`src/inc/sfs_pkg.sv`:
```
// constants and types of the fail-safe / development / cyclic-sense mode logic
package sfs_pkg;
    localparam int CLK_HZ = 50_000_000;
    // wake filter, restart, reset and glitch times in microseconds
    localparam int FS_WAKE_FILTER_US = 100_000;
    localparam int TSD_RESTART_US = 1_000_000;
    localparam int WAKE_FILTER_US = 16;
    localparam int RESET_DELAY_US = 10;
    localparam int TEST_GLITCH_US = 10;
    localparam int FS_WAKE_FILTER_CYC = FS_WAKE_FILTER_US * (CLK_HZ / 1_000_000);
    localparam int TSD_RESTART_CYC = TSD_RESTART_US * (CLK_HZ / 1_000_000);
    localparam int WAKE_FILTER_CYC = WAKE_FILTER_US * (CLK_HZ / 1_000_000);
    localparam int RESET_DELAY_CYC = RESET_DELAY_US * (CLK_HZ / 1_000_000);
    localparam int TEST_GLITCH_CYC = TEST_GLITCH_US * (CLK_HZ / 1_000_000);
    localparam int UV_FS_COUNT = 4;
    // status field encodings
    localparam logic [1:0] DEVICE_STATUS_FIELD_CLEAR = 2'h0;
    localparam logic [1:0] DEVICE_STATUS_FIELD_FAIL = 2'h1;
    localparam logic [1:0] DEVICE_STATUS_FIELD_SLEEP = 2'h2;
    localparam logic [1:0] WATCHDOG_FAIL_COUNT_ONE = 2'h1;
    localparam logic [1:0] WATCHDOG_FAIL_COUNT_TWO = 2'h2;
    localparam logic PCFG_FAILSAFE = 1'b0;
    localparam logic PCFG_RESTART = 1'b1;
    localparam int NUM_WAKE = 3;
    localparam int NUM_FAIL_OUT = 3;
    localparam int NUM_TIMER = 2;
    // modes, one-hot
    typedef enum logic [5:0] {
        SFS_INIT = 6'h01,
        SFS_NORMAL = 6'h02,
        SFS_STOP = 6'h04,
        SFS_SLEEP = 6'h08,
        SFS_RESTART = 6'h10,
        SFS_FAILSAFE = 6'h20
    } sfs_mode_t;
    typedef enum logic [1:0] {
        SFS_REQ_NONE = 2'h0,
        SFS_REQ_NORMAL = 2'h1,
        SFS_REQ_STOP = 2'h2,
        SFS_REQ_SLEEP = 2'h3
    } sfs_req_t;
endpackage

```
`src/logic/sfs_mode_ctrl.sv`:
```
// mode state machine: fail-safe, development mode and cyclic-sense wake detection
module sfs_mode_ctrl #(
    parameter int FS_FILTER_CYC = sfs_pkg::FS_WAKE_FILTER_CYC,
    parameter int TSD_CYC = sfs_pkg::TSD_RESTART_CYC,
    parameter int PERIOD_W = 24
) (
    // clock and power-on reset
    input wire logic core_clk_in,
    input wire logic reset_in,
    // controller requests and configuration
    input wire sfs_pkg::sfs_req_t mode_req_in,
    input wire logic spi_cmd_in,
    input wire logic overvoltage_reset_enable_in,
    input wire logic product_config_select_in,
    input wire logic config_four_in,
    input wire logic wake_measure_select_in,
    input wire logic [sfs_pkg::NUM_WAKE-1:0] wake_enable_in,
    input wire logic status_clear_in,
    input wire logic [sfs_pkg::NUM_TIMER-1:0] timer_start_in,
    input wire logic [PERIOD_W-1:0] timer_one_period_in,
    input wire logic [PERIOD_W-1:0] timer_one_on_in,
    input wire logic [PERIOD_W-1:0] timer_two_period_in,
    input wire logic [PERIOD_W-1:0] timer_two_on_in,
    input wire logic [sfs_pkg::NUM_WAKE-1:0] wake_timer_map_in,
    // monitors and pins
    input wire logic thermal_shutdown_level_two_in,
    input wire logic main_overvoltage_in,
    input wire logic main_short_in,
    input wire logic main_undervoltage_in,
    input wire logic supply_good_in,
    input wire logic watchdog_fail_in,
    input wire logic can_wake_in,
    input wire logic [sfs_pkg::NUM_WAKE-1:0] wake_input_in,
    input wire logic fail_output_test_pin_in,
    // outputs and status
    output logic [5:0] mode_out,
    output logic reset_n_out,
    output logic int_n_out,
    output logic main_regulator_on_out,
    output logic auxiliary_regulator_on_out,
    output logic external_pass_regulator_on_out,
    output logic can_on_out,
    output logic can_wake_capable_out,
    output logic drivers_on_out,
    output logic [sfs_pkg::NUM_TIMER-1:0] high_side_switch_out,
    output logic [sfs_pkg::NUM_FAIL_OUT-1:0] fail_output_out,
    output logic development_mode_out,
    output logic watchdog_run_out,
    output logic cyclic_sense_on_out,
    output logic [sfs_pkg::NUM_WAKE-1:0] wake_source_on_out,
    output logic [1:0] device_status_field_out,
    output logic failure_flag_out,
    output logic spi_fail_flag_out,
    output logic [1:0] watchdog_fail_count_out,
    output logic thermal_flag_out,
    output logic main_undervoltage_flag_out,
    output logic main_undervoltage_failsafe_flag_out,
    output logic main_overvoltage_flag_out,
    output logic main_short_flag_out,
    output logic [sfs_pkg::NUM_WAKE-1:0] wake_input_woken_flag_out,
    output logic can_woken_flag_out,
    output logic [sfs_pkg::NUM_WAKE-1:0] wake_level_status_out
);
    import sfs_pkg::*;

    ////////////////////////////////////////////////////////////////////////////
    // pin synchronisers: three stages, change counted when stages two and three agree
    logic [NUM_WAKE+3:0] s1_r, s2_r, s3_r, pin_r, pin_nxt;
    logic [NUM_WAKE+3:0] raw;
    assign raw = {fail_output_test_pin_in, can_wake_in, thermal_shutdown_level_two_in,
                  main_short_in, wake_input_in};
    always_comb begin
        pin_nxt = pin_r;
        for (int i = 0; i < NUM_WAKE + 4; i++) begin
            if (s2_r[i] == s3_r[i]) begin
                pin_nxt[i] = s3_r[i];
            end
        end
    end
    always_ff @(posedge core_clk_in or posedge reset_in) begin
        if (reset_in) begin
            s1_r <= '0;
            s2_r <= '0;
            s3_r <= '0;
            pin_r <= '0;
        end else begin
            s1_r <= raw;
            s2_r <= s1_r;
            s3_r <= s2_r;
            pin_r <= pin_nxt;
        end
    end
    logic [NUM_WAKE-1:0] wk;
    logic short_s, tsd_s, canwk_s, test_s;
    assign wk = pin_r[NUM_WAKE-1:0];
    assign short_s = pin_r[NUM_WAKE];
    assign tsd_s = pin_r[NUM_WAKE+1];
    assign canwk_s = pin_r[NUM_WAKE+2];
    assign test_s = pin_r[NUM_WAKE+3];

    ////////////////////////////////////////////////////////////////////////////
    // cyclic-sense timers and wake sampling
    logic [NUM_TIMER-1:0] trun_r, trun_nxt;
    logic [PERIOD_W-1:0] tcnt_r [NUM_TIMER], tcnt_nxt [NUM_TIMER];
    logic [PERIOD_W-1:0] per [NUM_TIMER], ont [NUM_TIMER];
    logic [NUM_TIMER-1:0] on_end;
    logic [NUM_WAKE-1:0] ref_r, ref_nxt, refv_r, refv_nxt;
    logic [NUM_WAKE-1:0] fil_r, fil_nxt, cs_wake;
    logic [NUM_WAKE-1:0] fval_r, fval_nxt;
    logic [15:0] fcnt_r [NUM_WAKE], fcnt_nxt [NUM_WAKE];
    logic cs_allow, ot_bad;
    assign per[0] = timer_one_period_in;
    assign per[1] = timer_two_period_in;
    assign ont[0] = timer_one_on_in;
    assign ont[1] = timer_two_on_in;
    assign ot_bad = (ont[0] > per[0]) || (ont[1] > per[1]);
    always_comb begin
        trun_nxt = trun_r;
        on_end = '0;
        for (int t = 0; t < NUM_TIMER; t++) begin
            tcnt_nxt[t] = tcnt_r[t];
            // start on on-time write; switch faults never stop it
            if (timer_start_in[t] && cs_allow) begin
                trun_nxt[t] = 1'b1;
                tcnt_nxt[t] = '0;
            end else if (!cs_allow) begin
                trun_nxt[t] = 1'b0;
            end else if (trun_r[t]) begin
                on_end[t] = (tcnt_r[t] == ont[t] - 1'b1);
                tcnt_nxt[t] = (tcnt_r[t] >= per[t] - 1'b1) ? '0 : tcnt_r[t] + 1'b1;
            end
        end
        ref_nxt = ref_r;
        refv_nxt = refv_r;
        fil_nxt = fil_r;
        fval_nxt = fval_r;
        cs_wake = '0;
        for (int w = 0; w < NUM_WAKE; w++) begin
            fcnt_nxt[w] = fcnt_r[w];
            if (!cs_allow) begin
                fil_nxt[w] = 1'b0;
                refv_nxt[w] = 1'b0;
            end else if (on_end[wake_timer_map_in[w]]) begin
                fil_nxt[w] = 1'b1; // filter starts at end of on-time
                fval_nxt[w] = wk[w];
                fcnt_nxt[w] = '0;
            end else if (fil_r[w]) begin
                if (wk[w] != fval_r[w]) begin
                    fil_nxt[w] = 1'b0; // level crossed, sample dropped
                end else if (fcnt_r[w] == 16'(WAKE_FILTER_CYC - 1)) begin
                    fil_nxt[w] = 1'b0;
                    ref_nxt[w] = fval_r[w];
                    refv_nxt[w] = 1'b1; // first sample only sets reference
                    cs_wake[w] = refv_r[w] && (fval_r[w] != ref_r[w]) && wake_enable_in[w];
                end else begin
                    fcnt_nxt[w] = fcnt_r[w] + 16'h0001;
                end
            end
        end
    end
    always_ff @(posedge core_clk_in or posedge reset_in) begin
        if (reset_in) begin
            trun_r <= '0;
            ref_r <= '0;
            refv_r <= '0;
            fil_r <= '0;
            fval_r <= '0;
            for (int t = 0; t < NUM_TIMER; t++) tcnt_r[t] <= '0;
            for (int w = 0; w < NUM_WAKE; w++) fcnt_r[w] <= '0;
        end else begin
            trun_r <= trun_nxt;
            ref_r <= ref_nxt;
            refv_r <= refv_nxt;
            fil_r <= fil_nxt;
            fval_r <= fval_nxt;
            tcnt_r <= tcnt_nxt;
            fcnt_r <= fcnt_nxt;
        end
    end

    ////////////////////////////////////////////////////////////////////////////
    // mode machine, power-on reset only
    sfs_mode_t mode_r, mode_nxt;
    logic [31:0] cnt_r, cnt_nxt;
    logic tsd_fs_r, tsd_fs_nxt, pend_r, pend_nxt, dev_r, dev_nxt;
    logic [31:0] tst_r, tst_nxt;
    logic tst_bad_r, tst_bad_nxt, wdf2_r, wdf2_nxt;
    logic [2:0] uv_r, uv_nxt;
    logic uv_d_r, uv_d_nxt;
    logic [NUM_FAIL_OUT-1:0] fo_r, fo_nxt;
    logic [NUM_WAKE-1:0] wsrc_r, wsrc_nxt, woke_r, woke_nxt, lvl_r, lvl_nxt;
    logic [1:0] dst_r, dst_nxt, wdc_r, wdc_nxt;
    logic fail_r, fail_nxt, spif_r, spif_nxt, tf_r, tf_nxt, canw_r, canw_nxt;
    logic uvf_r, uvf_nxt, uvfs_r, uvfs_nxt, ovf_r, ovf_nxt, scf_r, scf_nxt;
    logic rst_n_r, rst_n_nxt, int_n_r, int_n_nxt;
    logic go_fs, go_rst, wd_fs, wd_rst, uv_rise, wake_ev, lowpwr;
    assign cs_allow = (mode_r != SFS_FAILSAFE);
    assign lowpwr = (mode_r == SFS_SLEEP) || (mode_r == SFS_FAILSAFE);
    assign uv_rise = main_undervoltage_in && !uv_d_r;
    // development mode masks every watchdog failure
    assign wd_fs = watchdog_fail_in && !dev_r && (!config_four_in || wdf2_r);
    assign wd_rst = watchdog_fail_in && !dev_r && !wd_fs;
    assign go_fs = tsd_s
        || (main_overvoltage_in && overvoltage_reset_enable_in
            && product_config_select_in == PCFG_FAILSAFE)
        || wd_fs || short_s
        || (uv_rise && supply_good_in && uv_r == 3'(UV_FS_COUNT - 1));
    assign go_rst = (main_overvoltage_in && overvoltage_reset_enable_in
            && product_config_select_in == PCFG_RESTART) || wd_rst
        || (uv_rise && (mode_r == SFS_NORMAL || mode_r == SFS_STOP));
    assign wake_ev = |cs_wake || (canwk_s && lowpwr) || (|(wk & wsrc_r) && lowpwr);
    always_comb begin
        mode_nxt = mode_r;
        cnt_nxt = cnt_r;
        tsd_fs_nxt = tsd_fs_r;
        pend_nxt = pend_r;
        dev_nxt = dev_r;
        tst_nxt = tst_r;
        tst_bad_nxt = tst_bad_r;
        wdf2_nxt = wdf2_r;
        uv_d_nxt = main_undervoltage_in;
        uv_nxt = uv_r;
        fo_nxt = fo_r;
        wsrc_nxt = wsrc_r;
        woke_nxt = woke_r | cs_wake; // set wins over clear
        lvl_nxt = lvl_r;
        dst_nxt = dst_r;
        wdc_nxt = wdc_r;
        fail_nxt = fail_r;
        spif_nxt = spif_r || ot_bad;
        tf_nxt = tf_r;
        canw_nxt = canw_r || (canwk_s && lowpwr);
        uvf_nxt = uvf_r;
        uvfs_nxt = uvfs_r;
        ovf_nxt = ovf_r || main_overvoltage_in;
        scf_nxt = scf_r;
        rst_n_nxt = rst_n_r;
        int_n_nxt = 1'b1;
        if (status_clear_in) begin
            woke_nxt = cs_wake;
            canw_nxt = canwk_s && lowpwr;
            spif_nxt = ot_bad;
            fail_nxt = 1'b0;
            dst_nxt = DEVICE_STATUS_FIELD_CLEAR;
            wdc_nxt = '0;
            tf_nxt = 1'b0;
            uvf_nxt = 1'b0;
            uvfs_nxt = 1'b0;
            ovf_nxt = main_overvoltage_in;
            scf_nxt = 1'b0;
        end
        if (uv_rise) begin
            uv_nxt = (uv_r == 3'(UV_FS_COUNT - 1)) ? '0 : uv_r + 3'h1;
            uvf_nxt = 1'b1;
        end
        if (watchdog_fail_in && !dev_r) begin
            wdf2_nxt = 1'b1;
            wdc_nxt = wdf2_r ? WATCHDOG_FAIL_COUNT_TWO : WATCHDOG_FAIL_COUNT_ONE;
        end
        if ((mode_r == SFS_NORMAL || mode_r == SFS_STOP) && |cs_wake) begin
            int_n_nxt = 1'b0;
        end
        if (mode_r == SFS_NORMAL || mode_r == SFS_STOP) begin
            for (int w = 0; w < NUM_WAKE; w++) begin
                if (fil_r[w] && wk[w] == fval_r[w] && fcnt_r[w] == 16'(WAKE_FILTER_CYC - 1)) begin
                    lvl_nxt[w] = fval_r[w];
                end
            end
        end
        if (mode_r != SFS_FAILSAFE && go_fs) begin
            mode_nxt = SFS_FAILSAFE;
            cnt_nxt = '0;
            pend_nxt = 1'b0;
            tsd_fs_nxt = tsd_s;
            fo_nxt = '1;
            // measurement-function inputs stay out of the wake sources
            wsrc_nxt = wake_measure_select_in ? {1'b1, 2'b00} : '1;
            woke_nxt = '0;
            canw_nxt = 1'b0;
            fail_nxt = 1'b1;
            dst_nxt = DEVICE_STATUS_FIELD_FAIL;
            tf_nxt = tf_r || tsd_s;
            scf_nxt = scf_r || short_s;
            uvf_nxt = uvf_r || short_s || uv_rise;
            uvfs_nxt = uvfs_r || (uv_rise && !short_s && !tsd_s);
            rst_n_nxt = 1'b0;
        end else if (mode_r != SFS_FAILSAFE && mode_r != SFS_INIT && go_rst) begin
            mode_nxt = SFS_RESTART;
            cnt_nxt = '0;
            dst_nxt = DEVICE_STATUS_FIELD_FAIL;
            fo_nxt = (wd_rst || main_overvoltage_in) ? '1 : fo_r;
            rst_n_nxt = 1'b0;
        end else begin
            case (mode_r)
                SFS_INIT: begin
                    if (test_s) begin
                        tst_nxt = tst_r + 32'h1;
                        if (tst_r >= 32'(TEST_GLITCH_CYC)) tst_bad_nxt = 1'b1;
                    end else begin
                        tst_nxt = '0;
                    end
                    if (spi_cmd_in) begin
                        dev_nxt = !test_s && !tst_bad_r;
                        mode_nxt = SFS_NORMAL;
                    end
                end
                SFS_NORMAL: begin
                    if (mode_req_in == SFS_REQ_STOP) mode_nxt = SFS_STOP;
                    if (mode_req_in == SFS_REQ_SLEEP) begin
                        // uncleared wake flags bounce straight back via restart
                        if (|woke_r || canw_r) begin
                            mode_nxt = SFS_RESTART;
                            cnt_nxt = '0;
                            rst_n_nxt = 1'b0;
                        end else begin
                            mode_nxt = SFS_SLEEP;
                            dst_nxt = DEVICE_STATUS_FIELD_SLEEP;
                        end
                    end
                end
                SFS_STOP: begin
                    if (mode_req_in == SFS_REQ_NORMAL) mode_nxt = SFS_NORMAL;
                end
                SFS_SLEEP: begin
                    if (wake_ev) begin
                        mode_nxt = SFS_RESTART;
                        cnt_nxt = '0;
                        rst_n_nxt = 1'b0;
                    end
                end
                SFS_RESTART: begin
                    cnt_nxt = cnt_r + 32'h1;
                    if (cnt_r >= 32'(RESET_DELAY_CYC - 1)) begin
                        mode_nxt = SFS_NORMAL;
                        rst_n_nxt = 1'b1;
                    end
                end
                SFS_FAILSAFE: begin
                    cnt_nxt = cnt_r + 32'h1;
                    pend_nxt = pend_r || wake_ev; // stored during filter
                    if (tsd_fs_r ? (cnt_r >= 32'(TSD_CYC - 1))
                                 : ((pend_r || wake_ev)
                                    && cnt_r >= 32'(FS_FILTER_CYC - 1))) begin
                        mode_nxt = SFS_RESTART;
                        cnt_nxt = '0;
                        woke_nxt = woke_r | (wk & wsrc_r);
                    end
                end
                default: mode_nxt = SFS_INIT;
            endcase
        end
    end
    always_ff @(posedge core_clk_in or posedge reset_in) begin
        if (reset_in) begin
            mode_r <= SFS_INIT;
            cnt_r <= '0;
            tsd_fs_r <= 1'b0;
            pend_r <= 1'b0;
            dev_r <= 1'b0; // cleared by power-on only
            tst_r <= '0;
            tst_bad_r <= 1'b0;
            wdf2_r <= 1'b0;
            uv_r <= '0;
            uv_d_r <= 1'b0;
            fo_r <= '0;
            wsrc_r <= '1;
            woke_r <= '0;
            lvl_r <= '0;
            dst_r <= DEVICE_STATUS_FIELD_CLEAR;
            wdc_r <= '0;
            fail_r <= 1'b0;
            spif_r <= 1'b0;
            tf_r <= 1'b0;
            canw_r <= 1'b0;
            uvf_r <= 1'b0;
            uvfs_r <= 1'b0;
            ovf_r <= 1'b0;
            scf_r <= 1'b0;
            rst_n_r <= 1'b0;
            int_n_r <= 1'b1;
        end else begin
            mode_r <= mode_nxt;
            cnt_r <= cnt_nxt;
            tsd_fs_r <= tsd_fs_nxt;
            pend_r <= pend_nxt;
            dev_r <= dev_nxt;
            tst_r <= tst_nxt;
            tst_bad_r <= tst_bad_nxt;
            wdf2_r <= wdf2_nxt;
            uv_r <= uv_nxt;
            uv_d_r <= uv_d_nxt;
            fo_r <= fo_nxt;
            wsrc_r <= wsrc_nxt;
            woke_r <= woke_nxt;
            lvl_r <= lvl_nxt;
            dst_r <= dst_nxt;
            wdc_r <= wdc_nxt;
            fail_r <= fail_nxt;
            spif_r <= spif_nxt;
            tf_r <= tf_nxt;
            canw_r <= canw_nxt;
            uvf_r <= uvf_nxt;
            uvfs_r <= uvfs_nxt;
            ovf_r <= ovf_nxt;
            scf_r <= scf_nxt;
            rst_n_r <= rst_n_nxt;
            int_n_r <= int_n_nxt;
        end
    end

    ////////////////////////////////////////////////////////////////////////////
    // registered outputs; supplies, CAN, drivers and watchdog off in fail-safe, timer switches in step with their counters, CAN wake capability on
    logic dev_on;
    // next value, so in development mode the auxiliary supply and CAN come up on the very edge that leaves init
    assign dev_on = dev_nxt && (mode_nxt == SFS_INIT || mode_nxt == SFS_NORMAL);
    always_ff @(posedge core_clk_in or posedge reset_in) begin
        if (reset_in) begin
            mode_out <= SFS_INIT;
            main_regulator_on_out <= 1'b1;
            auxiliary_regulator_on_out <= 1'b0;
            external_pass_regulator_on_out <= 1'b0;
            can_on_out <= 1'b0;
            can_wake_capable_out <= 1'b0;
            drivers_on_out <= 1'b0;
            high_side_switch_out <= '0;
            watchdog_run_out <= 1'b0;
            cyclic_sense_on_out <= 1'b0;
            development_mode_out <= 1'b0;
        end else begin
            mode_out <= mode_nxt;
            main_regulator_on_out <= mode_nxt != SFS_FAILSAFE && mode_nxt != SFS_SLEEP;
            auxiliary_regulator_on_out <= dev_on;
            external_pass_regulator_on_out <= mode_nxt != SFS_FAILSAFE;
            can_on_out <= dev_on;
            can_wake_capable_out <= mode_nxt == SFS_FAILSAFE || mode_nxt == SFS_SLEEP;
            drivers_on_out <= mode_nxt != SFS_FAILSAFE && mode_nxt != SFS_RESTART;
            for (int t = 0; t < NUM_TIMER; t++) begin
                high_side_switch_out[t] <= trun_nxt[t] && (tcnt_nxt[t] < ont[t]);
            end
            watchdog_run_out <= !dev_r && mode_nxt == SFS_NORMAL;
            cyclic_sense_on_out <= |trun_nxt;
            development_mode_out <= dev_nxt;
        end
    end
    assign reset_n_out = rst_n_r;
    assign int_n_out = int_n_r;
    assign fail_output_out = fo_r;
    assign wake_source_on_out = wsrc_r;
    assign device_status_field_out = dst_r;
    assign failure_flag_out = fail_r;
    assign spi_fail_flag_out = spif_r;
    assign watchdog_fail_count_out = wdc_r;
    assign thermal_flag_out = tf_r;
    assign main_undervoltage_flag_out = uvf_r;
    assign main_undervoltage_failsafe_flag_out = uvfs_r;
    assign main_overvoltage_flag_out = ovf_r;
    assign main_short_flag_out = scf_r;
    assign wake_input_woken_flag_out = woke_r;
    assign can_woken_flag_out = canw_r;
    assign wake_level_status_out = lvl_r;
endmodule // sfs_mode_ctrl

```
`config.mk`:
```
export PLATFORM = sky130hd
export DESIGN_NAME = sfs_mode_ctrl
export DESIGN_NICKNAME = d
export VERILOG_FILES = /design/src/inc/sfs_pkg.sv /design/src/logic/sfs_mode_ctrl.sv
export SDC_FILE = /design/constraint.sdc
export NUM_CORES = 1
export LEC_CHECK = 0
export ABC_CLOCK_PERIOD_IN_PS = 11200
export BUFFER_PORTS_ARGS = -buffer_cell sky130_fd_sc_hd__buf_4
export CAP_MARGIN = 20
export CORE_ASPECT_RATIO = 1.2
export CORE_MARGIN = 2
export CORE_UTILIZATION = 35
export DETAILED_ROUTE_END_ITERATION = 7
export SLEW_MARGIN = 20
export SYNTH_ARGS = -nofsm -noshare
export SYNTH_HDL_FRONTEND = slang
export SYNTH_SLANG_ARGS = --single-unit
export TNS_END_PERCENT = 50
```
`constraint.sdc`:
```
create_clock -name core_clk_in -period 11.2 [get_ports core_clk_in]
set_clock_uncertainty 0.1 [all_clocks]
set_input_delay 3.36 -clock core_clk_in [delete_from_list [all_inputs] [get_ports core_clk_in]]
set_output_delay 3.36 -clock core_clk_in [all_outputs]
set_load 0.03 [all_outputs]
```
==> flow_summary.toml <==
[synthesis]
synth_async_sr_flop_share_pct = 100
number_of_enable_type_register_cells_in_the_synthesized_netlist = 0
synth_top_family_by_area = "simple AND/OR/NAND/NOR gates"
synth_seq_cells = 248
synth-simple-area-share_pct = 25.1
netlist-cell-type-count = 92
synth_flop_cell = "dfrtp_1"
synth_warnings = 0
post-synth-top-count-cell = "dfrtp_1"
post_synth_main_area_contributors = "dfrtp_1 34%, ha_1 11%, xnor2_1 5.4%"
synthesized_area_fraction_occupied_by_ao_oa_aoi_and_oai_cells_pct = 14.0
adder_and_majority_gate_portion_of_the_synthesized_area_pct = 11.0
synthesized_area_fraction_occupied_by_xor_and_xnor_cells_pct = 9.81
synth-seq-area-share_pct = 34.1
synth.net_count = 2374
syn_area_um2 = 18200
netlist_top_cells_count = "244 x dfrtp_1, 216 x nor2_1, 155 x ha_1"
synthesis.instances = 2094
yosysTopAreaCell = "dfrtp_1"
synth_area_per_cell_um2 = 8.70
synthDominantCellAreaShare_pct = 33.5
synth.area.mux_share_pct = 1.20

[critical_path]
worst_setup_path_endpoint = "high_side_switch_out[1]"
critPathLaunch = "timer_two_period_in[3]"
worstReg2RegStart = "tcnt_r[0]"
cp-end-kind = "flip-flop"
worstReg2RegEnd = "high_side_switch_out[1]"
crit_arrival_ns = 9.35
r2r.worst_path.cells = 23
critPathMaxFanout = 13
crit_required_ns = 11.58
worst-setup-path-type = "primary input to flip-flop"
critPathLaunchType = "primary input"
ff2ff_setup_slack_ns = 5.75

[die]
floorplan.initialDensity_pct = 35.4
ioPinCount = 168
fp.dieW_um = 212
design.core.area_um2 = 51500
rows = 91
die_height_um = 254
floorplan.die_area_um2 = 53900

[grt]
grt_max_degree = 171
grt_antenna_before_repair = 0
first_global_vias = 15900
groute.usage.overall_pct = 19.0
globalRoute.totalOverflow = 0
grt_first_pass_wirelength_um = 82900

[clocking]
cts_resized = 0
ctsHtreeMaxLevel = 1
clk-insertion-delay-late_ns = 0.58
count_of_buffers_added_by_post_cts_timing_repair_for_setup = 0
tritoncts = "built"
clkTransAtPathRegs_ns = 0.06
cts_root_buf = "clkbuf_16"
post_cts_hold_buffer_count = 0
numCtsBuffers = 29
clock_sink_count = 248
clockBufferDepth = 3

[routing]
antenna_left = 0
drtPass1Iterations = 5
wl_per_cell_um = 17.2
vias = 16000
drcViolationCount = 0
drt_iter0_markers = 843
detail_route.wirelength_um = 50900
detail_route.vias_per_cell = 5.40

[pwr]
peakVddDrop_mv = 0.0946
power_leakage_nw = 9.09
power_density_nw_per_um2 = 102

[sta]
maxSlewHeadroom_pct = 28.3
fin_setup_tns_ns = 0
tightest_pin_transition_ns = 1.07
min_period_over_period_pct = 80.1
slew_violations = 0
grt_setup_unrepaired = "no"
report.final.hold_viol_count = 0
max_freq_mhz = 111
final.min_clock_period_ns = 8.97
finalWorstSetupSlack_ns = 2.23
final-setup-viol-count = 0

[cells_and_area]
num_antenna_cells = 0
multiInputGateArea_um2 = 11200
num-nets-final = 2519
final-seq-area_um2 = 6210
filler_cell_count = 5168
area.growth.synth_to_final_pct = 16.0
fraction_of_layout_instances_using_a_drive_strength_above_1_pct = 13.0
final-instance-count-excl-fill = 2958

[worst_hold_path]
hold_path.class = "flip-flop to flip-flop"

[status]
status = "finished clean"

[placed_design]
finalWeightedCongestion = 0.916
numPlacedInstances = 2905
detailed_place_hpwl_um = 39600
portBuffers = 166
pre_cts_slack_ns = 1.67

[flow_run]
cap_violations = 0
## per-stage QoR
| step | hold slack (ns) | power [mW] | instance area (um^2) | utilization, % |
|---|---|---|---|---|
| after floorplan | 0.231 | 1.10 | 18200 | - |
| after global placement | 0.236 | 1.20 | 20100 | 39.1 |
| after detailed placement | 0.235 | 1.21 | 20100 | 39.1 |
| after CTS | 0.248 | 2.19 | 21100 | 41.1 |
| after global routing | 0.255 | 2.26 | 21100 | 41.1 |
| final | 0.247 | 2.16 | 21100 | 41.1 |
## state kept, by name (all words and copies together), names as in the netlist, 3 cells and up
name / cells
tcnt_r: 48
refv_r: 3
cnt_r: 32
ref_r: 3
s1_r: 7
s3_r: 7
mode_out: 6
fcnt_r: 48
wake_input_woken_flag_out: 3
pin_r: 7
uv_r: 3
tst_r: 32
s2_r: 7
wake_level_status_out: 3
fil_r: 3
fval_r: 3
## layout by cell type (no fill, tap or decap), drive strengths merged, types with 8 or more instances in the layout
cell type and count:
o31ai 23, nand2b 32, or4 16, nor3 69, or3 39, nor4b 8
nand2 141, clkbuf 40, a21oi 104, o21a 14, a211oi 17, buf 180
ha 155, mux2i 14, and4 15, o21ai 108, nand3 92, and2 17
and3 31, nand4 90, nor2 222, nor4 41, xnor2 112, a31oi 9
dfrtp 244, nor2b 25, inv 142, a21o 33, xor2 92
## worst max-delay path, cell delays in order
cell and delay, ns:
buf_4 0.13, nor3_1 0.29, and3_1 0.25, nand2_1 0.14
or3_1 0.43, nor2_1 0.19, nand2_1 0.09, xnor2_1 0.19
ha_1 0.27, a21o_1 0.16, a211o_1 0.30, nor3_1 0.14
o21ai_0 0.17, a31o_2 0.36, nand2b_1 0.35, o31ai_1 0.38
ha_1 0.31, a21o_1 0.16, a21o_1 0.18, a21o_1 0.18
a21o_1 0.17, a21o_1 0.17, a21oi_1 0.14, nor3_1 0.06
a2111oi_0 0.51, nand3_1 0.13, o21ai_0 0.16
## power by group
part	internal, mW	total [mW]	switching, mW
logic	0.113	0.263	0.151
clock network	0.576	0.969	0.393
registers	0.911	0.927	0.0159
## routing by layer
metal	vias up	global-route usage, %	part of all wire, %
li1	7811	-	-
met1	7689	24.6	44
met5	-	0	0
met3	90	2.51	4.2
met4	0	4.54	2.4
met2	379	33.5	49
## how the worst min path moves through the flow
stage                     cells past startpoint     from  endpoint
after global placement                        0  s1_r[4]   s2_r[4]
after floorplan                               0  s1_r[0]   s2_r[0]
after CTS                                     0  s1_r[4]   s2_r[4]
after global routing                          0  s1_r[5]   s2_r[5]
after detailed placement                      0  s1_r[4]   s2_r[4]
final                                         0  s1_r[4]   s2_r[4]
## logic make-up after synthesis
| logic type | after synthesis |
|---|---|
| AND/OR/NAND/NOR | 872 |
| AO/OA/AOI/OAI | 380 |
| flip-flops | 248 |
| buffers and inverters | 206 |
| XOR/XNOR | 204 |
| adder cells (fa/ha/maj) | 162 |
| multiplexers | 21 |
| other | 1 |
## final cells by class
| type | instances | share of cell area (%) |
|---|---|---|
| sequential | 248 | 29.4 |
| clock buffer | 40 | 4.01 |
| timing repair buffer | 180 | 6.46 |
| multi-input combinational | 1640 | 52.8 |
| inverter | 140 | 2.52 |
| clock inverter | 13 | 0.675 |
| tap | 697 | 4.13 |
Note: power is estimated with default switching activity, not from simulation.
